[src/logic/adc_fault_defs.vh]
// Purpose: Constants for the converter fault-status register group
// Assumes: Byte-wide registers reached through the serial command decoder
// Notes:   Offsets are register addresses as seen by serial read commands
`ifndef ADC_FAULT_DEFS_VH
`define ADC_FAULT_DEFS_VH

// Register addresses
`define ADDR_WIDTH          5
`define OFF_FAULT_SUMMARY   5'h02
`define OFF_POS_INPUT_FAULT 5'h03
`define OFF_NEG_INPUT_FAULT 5'h04
`define OFF_SERIAL_PORT     5'h05

// Reset value of every register in the group, except serial port status bit 2
`define FAULT_REG_RESET     8'h00

// Summary register bit positions
`define BIT_RESERVED        7
`define BIT_BAD_COMMAND     6
`define BIT_SERIAL_PORT     5
`define BIT_INPUT_RANGE     4
`define BIT_FRAME_TIMEOUT   3
`define BIT_REALIGN         2
`define BIT_RESULT_OVERRUN  1
`define BIT_INPUT_INTEGRITY 0

// Serial port status bit positions
`define BIT_SP_STARTUP      2
`define BIT_SP_CHIP_SELECT  1
`define BIT_SP_FRAME        0

// Captured interface-mode pin code for synchronous slave mode
`define MODE_SYNC_SLAVE     2'h2

// Channel count of the full variant
`define MAX_CHANNELS        4

// Serial clock edge counter width
`define FRAME_COUNT_WIDTH   10

`endif

[src/logic/flag_cell.v]
// Purpose: Group of sticky fault flags
// Assumes: clkEn gates every update
// Notes:   Set has priority over clear so no event is lost
`timescale 1ns/1ps
`default_nettype none

module flag_cell #(
  parameter WIDTH = 1
) (
  input  wire             mclk,
  input  wire             rst_n,
  input  wire             clkEn,
  input  wire [WIDTH-1:0] setIn,
  input  wire [WIDTH-1:0] clrIn,
  output reg  [WIDTH-1:0] flag
);

  wire [WIDTH-1:0] next_flag;

  assign next_flag = setIn | (flag & ~clrIn);

  always @(posedge mclk) begin
    if (!rst_n) begin
      flag <= {WIDTH{1'b0}};
    end else if (clkEn) begin
      flag <= next_flag;
    end
  end

endmodule

`default_nettype wire

[src/logic/frame_clock_checker.v]
// Purpose: Detects frames that end with too few serial clock edges
// Assumes: frameStart, frameEnd and sclkRise are single-cycle mclk pulses
// Notes:   frameShort is a one-cycle pulse after frameEnd
`timescale 1ns/1ps
`default_nettype none
`include "adc_fault_defs.vh"

module frame_clock_checker #(
  parameter CW = `FRAME_COUNT_WIDTH
) (
  input  wire          mclk,
  input  wire          rst_n,
  input  wire          clkEn,
  input  wire          frameStart,
  input  wire          frameEnd,
  input  wire          sclkRise,
  input  wire [CW-1:0] needEdges,
  output reg           frameShort
);

  reg  [CW-1:0] edgeCount;
  reg           inFrame;
  wire [CW-1:0] next_edgeCount;

  // Saturate so a long frame never wraps into a short count
  assign next_edgeCount = (&edgeCount) ? edgeCount : edgeCount + {{(CW-1){1'b0}}, 1'b1};

  always @(posedge mclk) begin
    if (!rst_n) begin
      edgeCount  <= {CW{1'b0}};
      inFrame    <= 1'b0;
      frameShort <= 1'b0;
    end else if (clkEn) begin
      frameShort <= 1'b0;
      if (frameStart) begin
        inFrame   <= 1'b1;
        edgeCount <= {CW{1'b0}};
      end else if (inFrame) begin
        if (frameEnd) begin
          inFrame    <= 1'b0;
          frameShort <= ((sclkRise ? next_edgeCount : edgeCount) < needEdges);
        end else if (sclkRise) begin
          edgeCount <= next_edgeCount;
        end
      end
    end
  end

endmodule

`default_nettype wire

[src/logic/adc_fault_status_regs.v]
// Purpose: Fault summary, input threshold and serial port status registers
// Assumes: An external command decoder classifies commands and issues reads
// Notes:   All outputs are registered; clkEn low freezes all state
`timescale 1ns/1ps
`default_nettype none
`include "adc_fault_defs.vh"

// Operation
// - A no-operation command returns the fault summary register as its response.
// - Summary bit 7 is reserved and always reads zero.
// - Unrecognised commands are ignored and set the bad command flag.
// - When locked, only lock, unlock, no-op or multi-read avoid the bad command flag.
// - Serial port fault follows serial port status; clears on reading that register.
// - Input range fault follows threshold flags; clears after both are read.
// - Frame timeout sets on watchdog expiry; clears after summary read back.
// - Realign fault sets on a resynchronisation reset of the signal path in synchronous slave mode.
// - Result overrun sets when new data arrive during shifting out; auto-clears.
// - Integrity fault sets on uncorrectable Hamming error or failed CRC.
// - Faulty commands are discarded; integrity flag clears on serial port read.
// - Positive fault register holds channel flags in bits 3:0, upper bits zero.
// - Negative fault register holds channel flags in bits 3:0, upper bits zero.
// - On the two-channel variant channel 3 and 4 flags read zero.
// - Every register of the group resets to zero, except serial port status bit 2, which follows startupFault.
// - A frame with too few serial clock edges flags a frame fault.
// - Synchronous slave mode is the captured mode pin code 10.
module adc_fault_status_regs #(
  parameter NUM_CH = `MAX_CHANNELS,
  parameter CW     = `FRAME_COUNT_WIDTH
) (
  input  wire                    mclk,
  input  wire                    rst_n,
  input  wire                    clkEn,
  input  wire                    cmdStrobe,
  input  wire                    cmdKnown,
  input  wire                    cmdIsNull,
  input  wire                    cmdLockSafe,
  input  wire                    lockedState,
  input  wire                    hammingEnable,
  input  wire                    hammingUncorrectable,
  input  wire                    crcFail,
  input  wire                    rdReq,
  input  wire [`ADDR_WIDTH-1:0]  rdAddr,
  input  wire                    frameStart,
  input  wire                    frameEnd,
  input  wire                    sclkRise,
  input  wire [CW-1:0]           needEdges,
  input  wire                    chipSelectFault,
  input  wire                    startupFault,
  input  wire                    watchdogExpired,
  input  wire                    resyncEvent,
  input  wire [1:0]              interfaceModePinState,
  input  wire                    newDataReady,
  input  wire                    shiftOutBusy,
  input  wire [`MAX_CHANNELS-1:0] posOverThreshold,
  input  wire [`MAX_CHANNELS-1:0] negOverThreshold,
  output reg  [7:0]              rdData,
  output reg                     rdValid,
  output reg                     cmdAccept,
  output reg                     syncSlaveMode
);

  // Channels absent on a narrower variant are held at zero
  localparam [`MAX_CHANNELS-1:0] CH_MASK =
    (NUM_CH >= `MAX_CHANNELS) ? {`MAX_CHANNELS{1'b1}} :
    ~({`MAX_CHANNELS{1'b1}} << NUM_CH);

  // Transfer decode
  wire nullCmd;
  wire sumXfer;
  wire posXfer;
  wire negXfer;
  wire spXfer;

  // Fault events
  wire integrityEvent;
  wire lockBlocked;
  wire badCmdEvent;
  wire overrunEvent;
  wire realignEvent;
  wire frameShort;
  wire rangeEvent;
  wire rangeClear;

  // Stored flags
  wire                     badCmdFlag;
  wire                     spFaultFlag;
  wire                     rangeFlag;
  wire                     timeoutFlag;
  wire                     realignFlag;
  wire                     overrunFlag;
  wire                     integrityFlag;
  wire                     frameFaultFlag;
  wire                     csFaultFlag;
  wire [`MAX_CHANNELS-1:0] posFlags;
  wire [`MAX_CHANNELS-1:0] negFlags;

  reg                      posReadSeen;
  reg                      negReadSeen;

  // Assembled register images
  wire [7:0] summaryReg;
  wire [7:0] posReg;
  wire [7:0] negReg;
  wire [7:0] spStatusReg;

  function [7:0] read_mux;
    input [`ADDR_WIDTH-1:0] addr;
    input [7:0]             sumV;
    input [7:0]             posV;
    input [7:0]             negV;
    input [7:0]             spV;
    begin
      case (addr)
        `OFF_FAULT_SUMMARY:   read_mux = sumV;
        `OFF_POS_INPUT_FAULT: read_mux = posV;
        `OFF_NEG_INPUT_FAULT: read_mux = negV;
        `OFF_SERIAL_PORT:     read_mux = spV;
        default:              read_mux = `FAULT_REG_RESET;
      endcase
    end
  endfunction

  function is_xfer;
    input                   req;
    input [`ADDR_WIDTH-1:0] addr;
    input [`ADDR_WIDTH-1:0] target;
    begin
      is_xfer = req && (addr == target);
    end
  endfunction

  // Command classification
  assign integrityEvent = (hammingUncorrectable && hammingEnable) || crcFail;
  assign lockBlocked    = lockedState && !cmdLockSafe;
  assign badCmdEvent    = cmdStrobe && !integrityEvent &&
                          (!cmdKnown || lockBlocked);
  assign nullCmd        = cmdStrobe && cmdKnown && cmdIsNull &&
                          !integrityEvent;

  // A register transfer completes on the cycle its request is taken
  assign sumXfer = is_xfer(rdReq, rdAddr, `OFF_FAULT_SUMMARY) || nullCmd;
  assign posXfer = is_xfer(rdReq, rdAddr, `OFF_POS_INPUT_FAULT);
  assign negXfer = is_xfer(rdReq, rdAddr, `OFF_NEG_INPUT_FAULT);
  assign spXfer  = is_xfer(rdReq, rdAddr, `OFF_SERIAL_PORT);

  // Signal path events
  assign overrunEvent = newDataReady && shiftOutBusy;
  assign realignEvent = resyncEvent &&
                        (interfaceModePinState == `MODE_SYNC_SLAVE);
  assign rangeEvent   = |((posOverThreshold | negOverThreshold) & CH_MASK);
  assign rangeClear   = (posXfer || posReadSeen) && (negXfer || negReadSeen);

  frame_clock_checker #(
    .CW         (CW)
  ) u_frame_check (
    .mclk       (mclk),
    .rst_n      (rst_n),
    .clkEn      (clkEn),
    .frameStart (frameStart),
    .frameEnd   (frameEnd),
    .sclkRise   (sclkRise),
    .needEdges  (needEdges),
    .frameShort (frameShort)
  );

  // Summary flags; set wins so a persisting fault re-asserts at once
  flag_cell #(.WIDTH(1)) u_badcmd (
    .mclk  (mclk),
    .rst_n (rst_n),
    .clkEn (clkEn),
    .setIn (badCmdEvent),
    .clrIn (sumXfer),
    .flag  (badCmdFlag)
  );

  flag_cell #(.WIDTH(1)) u_spfault (
    .mclk  (mclk),
    .rst_n (rst_n),
    .clkEn (clkEn),
    // Set from the status sources, so a status read is not overridden by the stale bits
    .setIn (startupFault | chipSelectFault | frameShort),
    .clrIn (spXfer),
    .flag  (spFaultFlag)
  );

  flag_cell #(.WIDTH(1)) u_range (
    .mclk  (mclk),
    .rst_n (rst_n),
    .clkEn (clkEn),
    .setIn (rangeEvent),
    .clrIn (rangeClear),
    .flag  (rangeFlag)
  );

  flag_cell #(.WIDTH(1)) u_timeout (
    .mclk  (mclk),
    .rst_n (rst_n),
    .clkEn (clkEn),
    .setIn (watchdogExpired),
    .clrIn (sumXfer),
    .flag  (timeoutFlag)
  );

  flag_cell #(.WIDTH(1)) u_realign (
    .mclk  (mclk),
    .rst_n (rst_n),
    .clkEn (clkEn),
    .setIn (realignEvent),
    .clrIn (sumXfer),
    .flag  (realignFlag)
  );

  flag_cell #(.WIDTH(1)) u_overrun (
    .mclk  (mclk),
    .rst_n (rst_n),
    .clkEn (clkEn),
    .setIn (overrunEvent),
    .clrIn (sumXfer),
    .flag  (overrunFlag)
  );

  flag_cell #(.WIDTH(1)) u_integrity (
    .mclk  (mclk),
    .rst_n (rst_n),
    .clkEn (clkEn),
    .setIn (integrityEvent),
    .clrIn (spXfer),
    .flag  (integrityFlag)
  );

  // Serial port status flags
  flag_cell #(.WIDTH(2)) u_spbits (
    .mclk  (mclk),
    .rst_n (rst_n),
    .clkEn (clkEn),
    .setIn ({chipSelectFault, frameShort}),
    .clrIn ({spXfer, spXfer}),
    .flag  ({csFaultFlag, frameFaultFlag})
  );

  // Channel threshold flags hold until their own register is read
  flag_cell #(.WIDTH(`MAX_CHANNELS)) u_posch (
    .mclk  (mclk),
    .rst_n (rst_n),
    .clkEn (clkEn),
    .setIn (posOverThreshold & CH_MASK),
    .clrIn ({`MAX_CHANNELS{posXfer}}),
    .flag  (posFlags)
  );

  flag_cell #(.WIDTH(`MAX_CHANNELS)) u_negch (
    .mclk  (mclk),
    .rst_n (rst_n),
    .clkEn (clkEn),
    .setIn (negOverThreshold & CH_MASK),
    .clrIn ({`MAX_CHANNELS{negXfer}}),
    .flag  (negFlags)
  );

  // Track which threshold registers were read since the range flag last cleared
  always @(posedge mclk) begin
    if (!rst_n) begin
      posReadSeen <= 1'b0;
      negReadSeen <= 1'b0;
    end else if (clkEn) begin
      if (rangeClear) begin
        posReadSeen <= 1'b0;
        negReadSeen <= 1'b0;
      end else begin
        posReadSeen <= posReadSeen | posXfer;
        negReadSeen <= negReadSeen | negXfer;
      end
    end
  end

  // Register images
  assign summaryReg = {1'b0,
                       badCmdFlag,
                       spFaultFlag,
                       rangeFlag,
                       timeoutFlag,
                       realignFlag,
                       overrunFlag,
                       integrityFlag};

  assign posReg = {4'h0, posFlags & CH_MASK};
  assign negReg = {4'h0, negFlags & CH_MASK};

  assign spStatusReg = {5'h00, startupFault, csFaultFlag, frameFaultFlag};

  // Read answers, command acceptance and mode output
  always @(posedge mclk) begin
    if (!rst_n) begin
      rdData        <= `FAULT_REG_RESET;
      rdValid       <= 1'b0;
      cmdAccept     <= 1'b0;
      syncSlaveMode <= 1'b0;
    end else if (clkEn) begin
      rdValid       <= 1'b0;
      cmdAccept     <= 1'b0;
      syncSlaveMode <= (interfaceModePinState == `MODE_SYNC_SLAVE);
      if (cmdStrobe) begin
        cmdAccept <= cmdKnown && !lockBlocked && !integrityEvent;
      end
      if (nullCmd) begin
        rdData  <= summaryReg;
        rdValid <= 1'b1;
      end else if (rdReq) begin
        rdData  <= read_mux(rdAddr, summaryReg, posReg, negReg, spStatusReg);
        rdValid <= 1'b1;
      end
    end
  end

endmodule

`default_nettype wire

[config.mk]
export PLATFORM = sky130hd
export DESIGN_NAME = adc_fault_status_regs
export DESIGN_NICKNAME = d
export VERILOG_FILES = /design/src/logic/flag_cell.v /design/src/logic/frame_clock_checker.v /design/src/logic/adc_fault_status_regs.v
export VERILOG_INCLUDE_DIRS = /design/src /design/src/logic
export SDC_FILE = /design/constraint.sdc
export NUM_CORES = 1
export LEC_CHECK = 0
export BUFFER_PORTS_ARGS = -buffer_cell sky130_fd_sc_hd__buf_2
export CORE_ASPECT_RATIO = 1.4
export CORE_MARGIN = 1
export CORE_UTILIZATION = 35
export CTS_BUF_LIST = sky130_fd_sc_hd__clkbuf_4
export DETAILED_ROUTE_END_ITERATION = 10
export PLACE_DENSITY_LB_ADDON = 0.2
export SYNTH_ARGS = -nofsm -noshare
export SYNTH_HDL_FRONTEND = slang
export SYNTH_SLANG_ARGS = --single-unit
[constraint.sdc]
create_clock -name mclk -period 3 [get_ports mclk]
set_input_delay 0.6 -clock mclk [delete_from_list [all_inputs] [get_ports mclk]]
set_output_delay 0.6 -clock mclk [all_outputs]
set_load 0.01 [all_outputs]
==> results.toml <==
[place]
place_inst = 413
hpwl_mm = 4.80
io_buffers = 55
gp_congestion = 0.887

[final_layout]
fin_nets = 402
multi_input_area_mm2 = 0.00144
seq_area_um2 = 821
n_antenna_cell = 0
final_layout_size_suffix_gt1_share_pct = 21.3
areaGrowthSynthToFinish_pct = 16.8
nFillCells = 702
fin_cells = 421

[clocking]
clock_latency_ns = 0.35
cts_root_buffer = "clkbuf_4"
tritoncts = "yes"
ctsHoldBuffers = 0
clock-sinks = 41
clkTransAtPathRegs_ns = 0.12
h-tree-depth = 2
post_cts_resized = 0
cts_made_buffers = 5
cts_setup_buffers = 0
clk_path_buf_depth = 2

[yosys]
async_flop_share_pct = 0
synth_area_mm2 = 0.00239
netlist_instances = 296
ys_ff_latch = 41
synth_cell_type_count = 58
seq_area_frac_synth_pct = 34.4
yosys_warnings = 0
synthFlopType = "dfxtp_1"
syn_nets = 352
synth_area_per_cell_um2 = 8.07
synth-edff-count = 0

[global_route]
grt_antenna_before_repair = 0
grt_pass1_vias = 2252
grt_max_degree = 25
grt_first_pass_wirelength_mm = 10.3
grt_util_all_layers_pct = 18.4
grt_overflow_total = 0

[power]
swShare_pct = 25.7
irDropWorstVdd_mv = 0.170
switchingPower_mw = 0.280
seqPwrFrac_pct = 52.9
p_leak_nw = 1.22
p_int_mw = 0.807
total_power_mw = 1.09
pwr_density_cell_mw_per_mm2 = 389
clock_power_share_pct = 34.3
p_comb_share_pct = 12.8

[sta]
rsz0062_at_grt = "false"
drv_slew = 0
finalSetupTns_ns = 0
period_minus_slack_ns = 2.66
setup_viol = 0
fin_skew_ns = 0.00706
slew_headroom_pct = 42.0
period_share_pct = 88.6
fmax_mhz = 376
worstMarginPinSlew_ns = 0.861
finalHoldViolations = 0

[worst_hold_path]
min_path_type = "reg2reg"

[detailed_routing]
drt_iter0_drc = 114
drtAntennaViolNets = 0
via_per_inst = 5.68
wl_mm = 6.38
drc = 0
vias = 2390
post_drt_wl_per_cell_um = 15.2
dr.pass1.iters = 5

[floorplan]
die_area_mm2 = 0.00716
die_x_um = 71.8
ios = 57
initial_core_util_pct = 36.4
core_region_area_mm2 = 0.00657
num_rows = 35
die_h_um = 99.7

[flow_run]
cap_violations = 0

[status]
status = "completed"

[critical_path]
endpoint_kind = "flop"
required_ns = 3.29
critical_path_class = "reg2reg"
cp.arrival_ns = 2.95
cp_max_fo = 7
critPathLaunchType = "flop"
power by group through the flow:
stage	sequential, mW	clock [mW]	combinational [mW]
5_1_grt	0.578	0.404	0.156
3_5_place_dp	0.587	0	0.139
4_1_cts	0.575	0.381	0.140
3_3_place_gp	0.587	0	0.138
2_1_floorplan	0.587	0	0.0764
6_report	0.575	0.373	0.139
critical path, stage by stage, from the launching register on:
cell	delay [ns]
dfxtp_1	0.39
ha_1	0.27
and2_1	0.21
a31oi_1	0.31
nor2b_1	0.26
xor2_1	0.18
ha_1	0.26
and2_0	0.17
a221oi_1	0.33
o211ai_1	0.12
a21oi_1	0.11
routing by layer:
metal | track usage (%) | vias up | routed length [um]
li1 | - | 1189 | -
met1 | 20.1 | 1109 | 2670
met2 | 34.3 | 72 | 3260
met3 | 2.74 | 20 | 234
met4 | 8.60 | 0 | 214
met5 | 0 | - | 0
registers in the layout (all words and copies together), names as in the netlist:
signal and cells:
cmdAccept 1, negReadSeen 1, rdData 7, u_timeout.flag 1
u_frame_check.frameShort 1, u_spfault.flag 1, rdValid 1, u_range.flag 1
u_frame_check.inFrame 1, u_badcmd.flag 1, posReadSeen 1, u_posch.flag 4
u_integrity.flag 1, u_overrun.flag 1, u_negch.flag 4, u_spbits.flag 2
syncSlaveMode 1, u_realign.flag 1, u_frame_check.edgeCount 10
cell type report:
type / instances / area share (%)
Inverter: 17 / 2.29
Sequential cell: 41 / 29.4
Timing Repair Buffer: 58 / 10.7
Clock inverter: 2 / 1.21
Tap cell: 74 / 3.32
Multi-Input combinational cell: 223 / 51.5
Clock buffer: 6 / 1.61
cell usage in the layout, fill, tap and decap left out, types with 3 or more instances in the layout:
cell type  instances
ha_1              10
buf_2             55
a21oi_1           21
dfxtp_1           41
a22oi_1           11
nor4_1             3
nand2b_1          10
and2_1             3
nand4_1            7
nand2_1           21
nor2_1            26
inv_1             17
a211oi_1           3
nor2b_1            5
clkbuf_4           6
a21o_1             7
and3_1             6
mux2i_1            4
a31oi_1           14
nand3_1            5
buf_4              3
xor2_1             4
o21ai_0           22
through the flow:
stage	util (%)	hold WS [ns]	setup WS (ns)	area, um^2
2_1_floorplan	-	0.432	0.479	2390
3_3_place_gp	41.3	0.441	0.397	2710
3_5_place_dp	41.3	0.451	0.319	2710
4_1_cts	42.5	0.469	0.343	2790
5_1_grt	42.5	0.498	0.110	2790
6_report	42.5	0.464	0.343	2790
cells in the mapped netlist, types with 2 or more instances:
cell type	n	area share [%]
a22oi_1	11	3.5
nor2b_1	5	1.3
a32oi_1	2	0.73
a211oi_1	3	0.94
mux2i_1	4	1.7
nor2_1	26	4.1
nand3_1	5	1.0
buf_2	4	0.84
o211ai_1	2	0.63
o21ai_1	2	0.42
nand4_1	7	1.8
or4_1	2	0.63
and2_1	3	0.79
o31ai_2	2	1.0
nor4_1	3	0.79
inv_1	17	2.7
buf_1	2	0.31
xor2_1	4	1.5
or3_4	2	0.94
a31oi_1	14	3.7
clkbuf_2	2	0.42
ha_1	10	5.2
a21o_1	7	2.2
o21ai_0	22	4.6
nor3_1	2	0.42
nand2b_1	10	2.6
a21oi_1	21	4.4
and3_1	6	1.6
and4_1	2	0.73
dfxtp_1	41	34
nand2_1	21	3.3
clkbuf_1	6	0.94
logic make-up (layout without fill, tap and decap cells):
group                    Yosys count  count (layout)  share of synthesized area, %
other                              1               1                         0.157
AO/OA/AOI/OAI                     99              99                          27.0
adder cells (fa/ha/maj)           10              10                          5.24
flip-flops                        41              41                          34.4
buffers and inverters             32              83                          5.50
AND/OR/NAND/NOR                  102             102                          23.3
XOR/XNOR                           5               5                          1.83
multiplexers                       6               6                          2.62
final timing paths:
| kind | from | end | slack (ns) | cells past startpoint |
|---|---|---|---|---|
| min | u_spfault.flag | u_spfault.flag | 0.46 | 2 |
| max reg2reg | u_frame_check.edgeCount[0] | u_frame_check.frameShort | 0.34 | 10 |
| min reg2reg | u_spfault.flag | u_spfault.flag | 0.46 | 2 |
| max | u_frame_check.edgeCount[0] | u_frame_check.frameShort | 0.34 | 10 |
(Power assumes the default switching activity.)
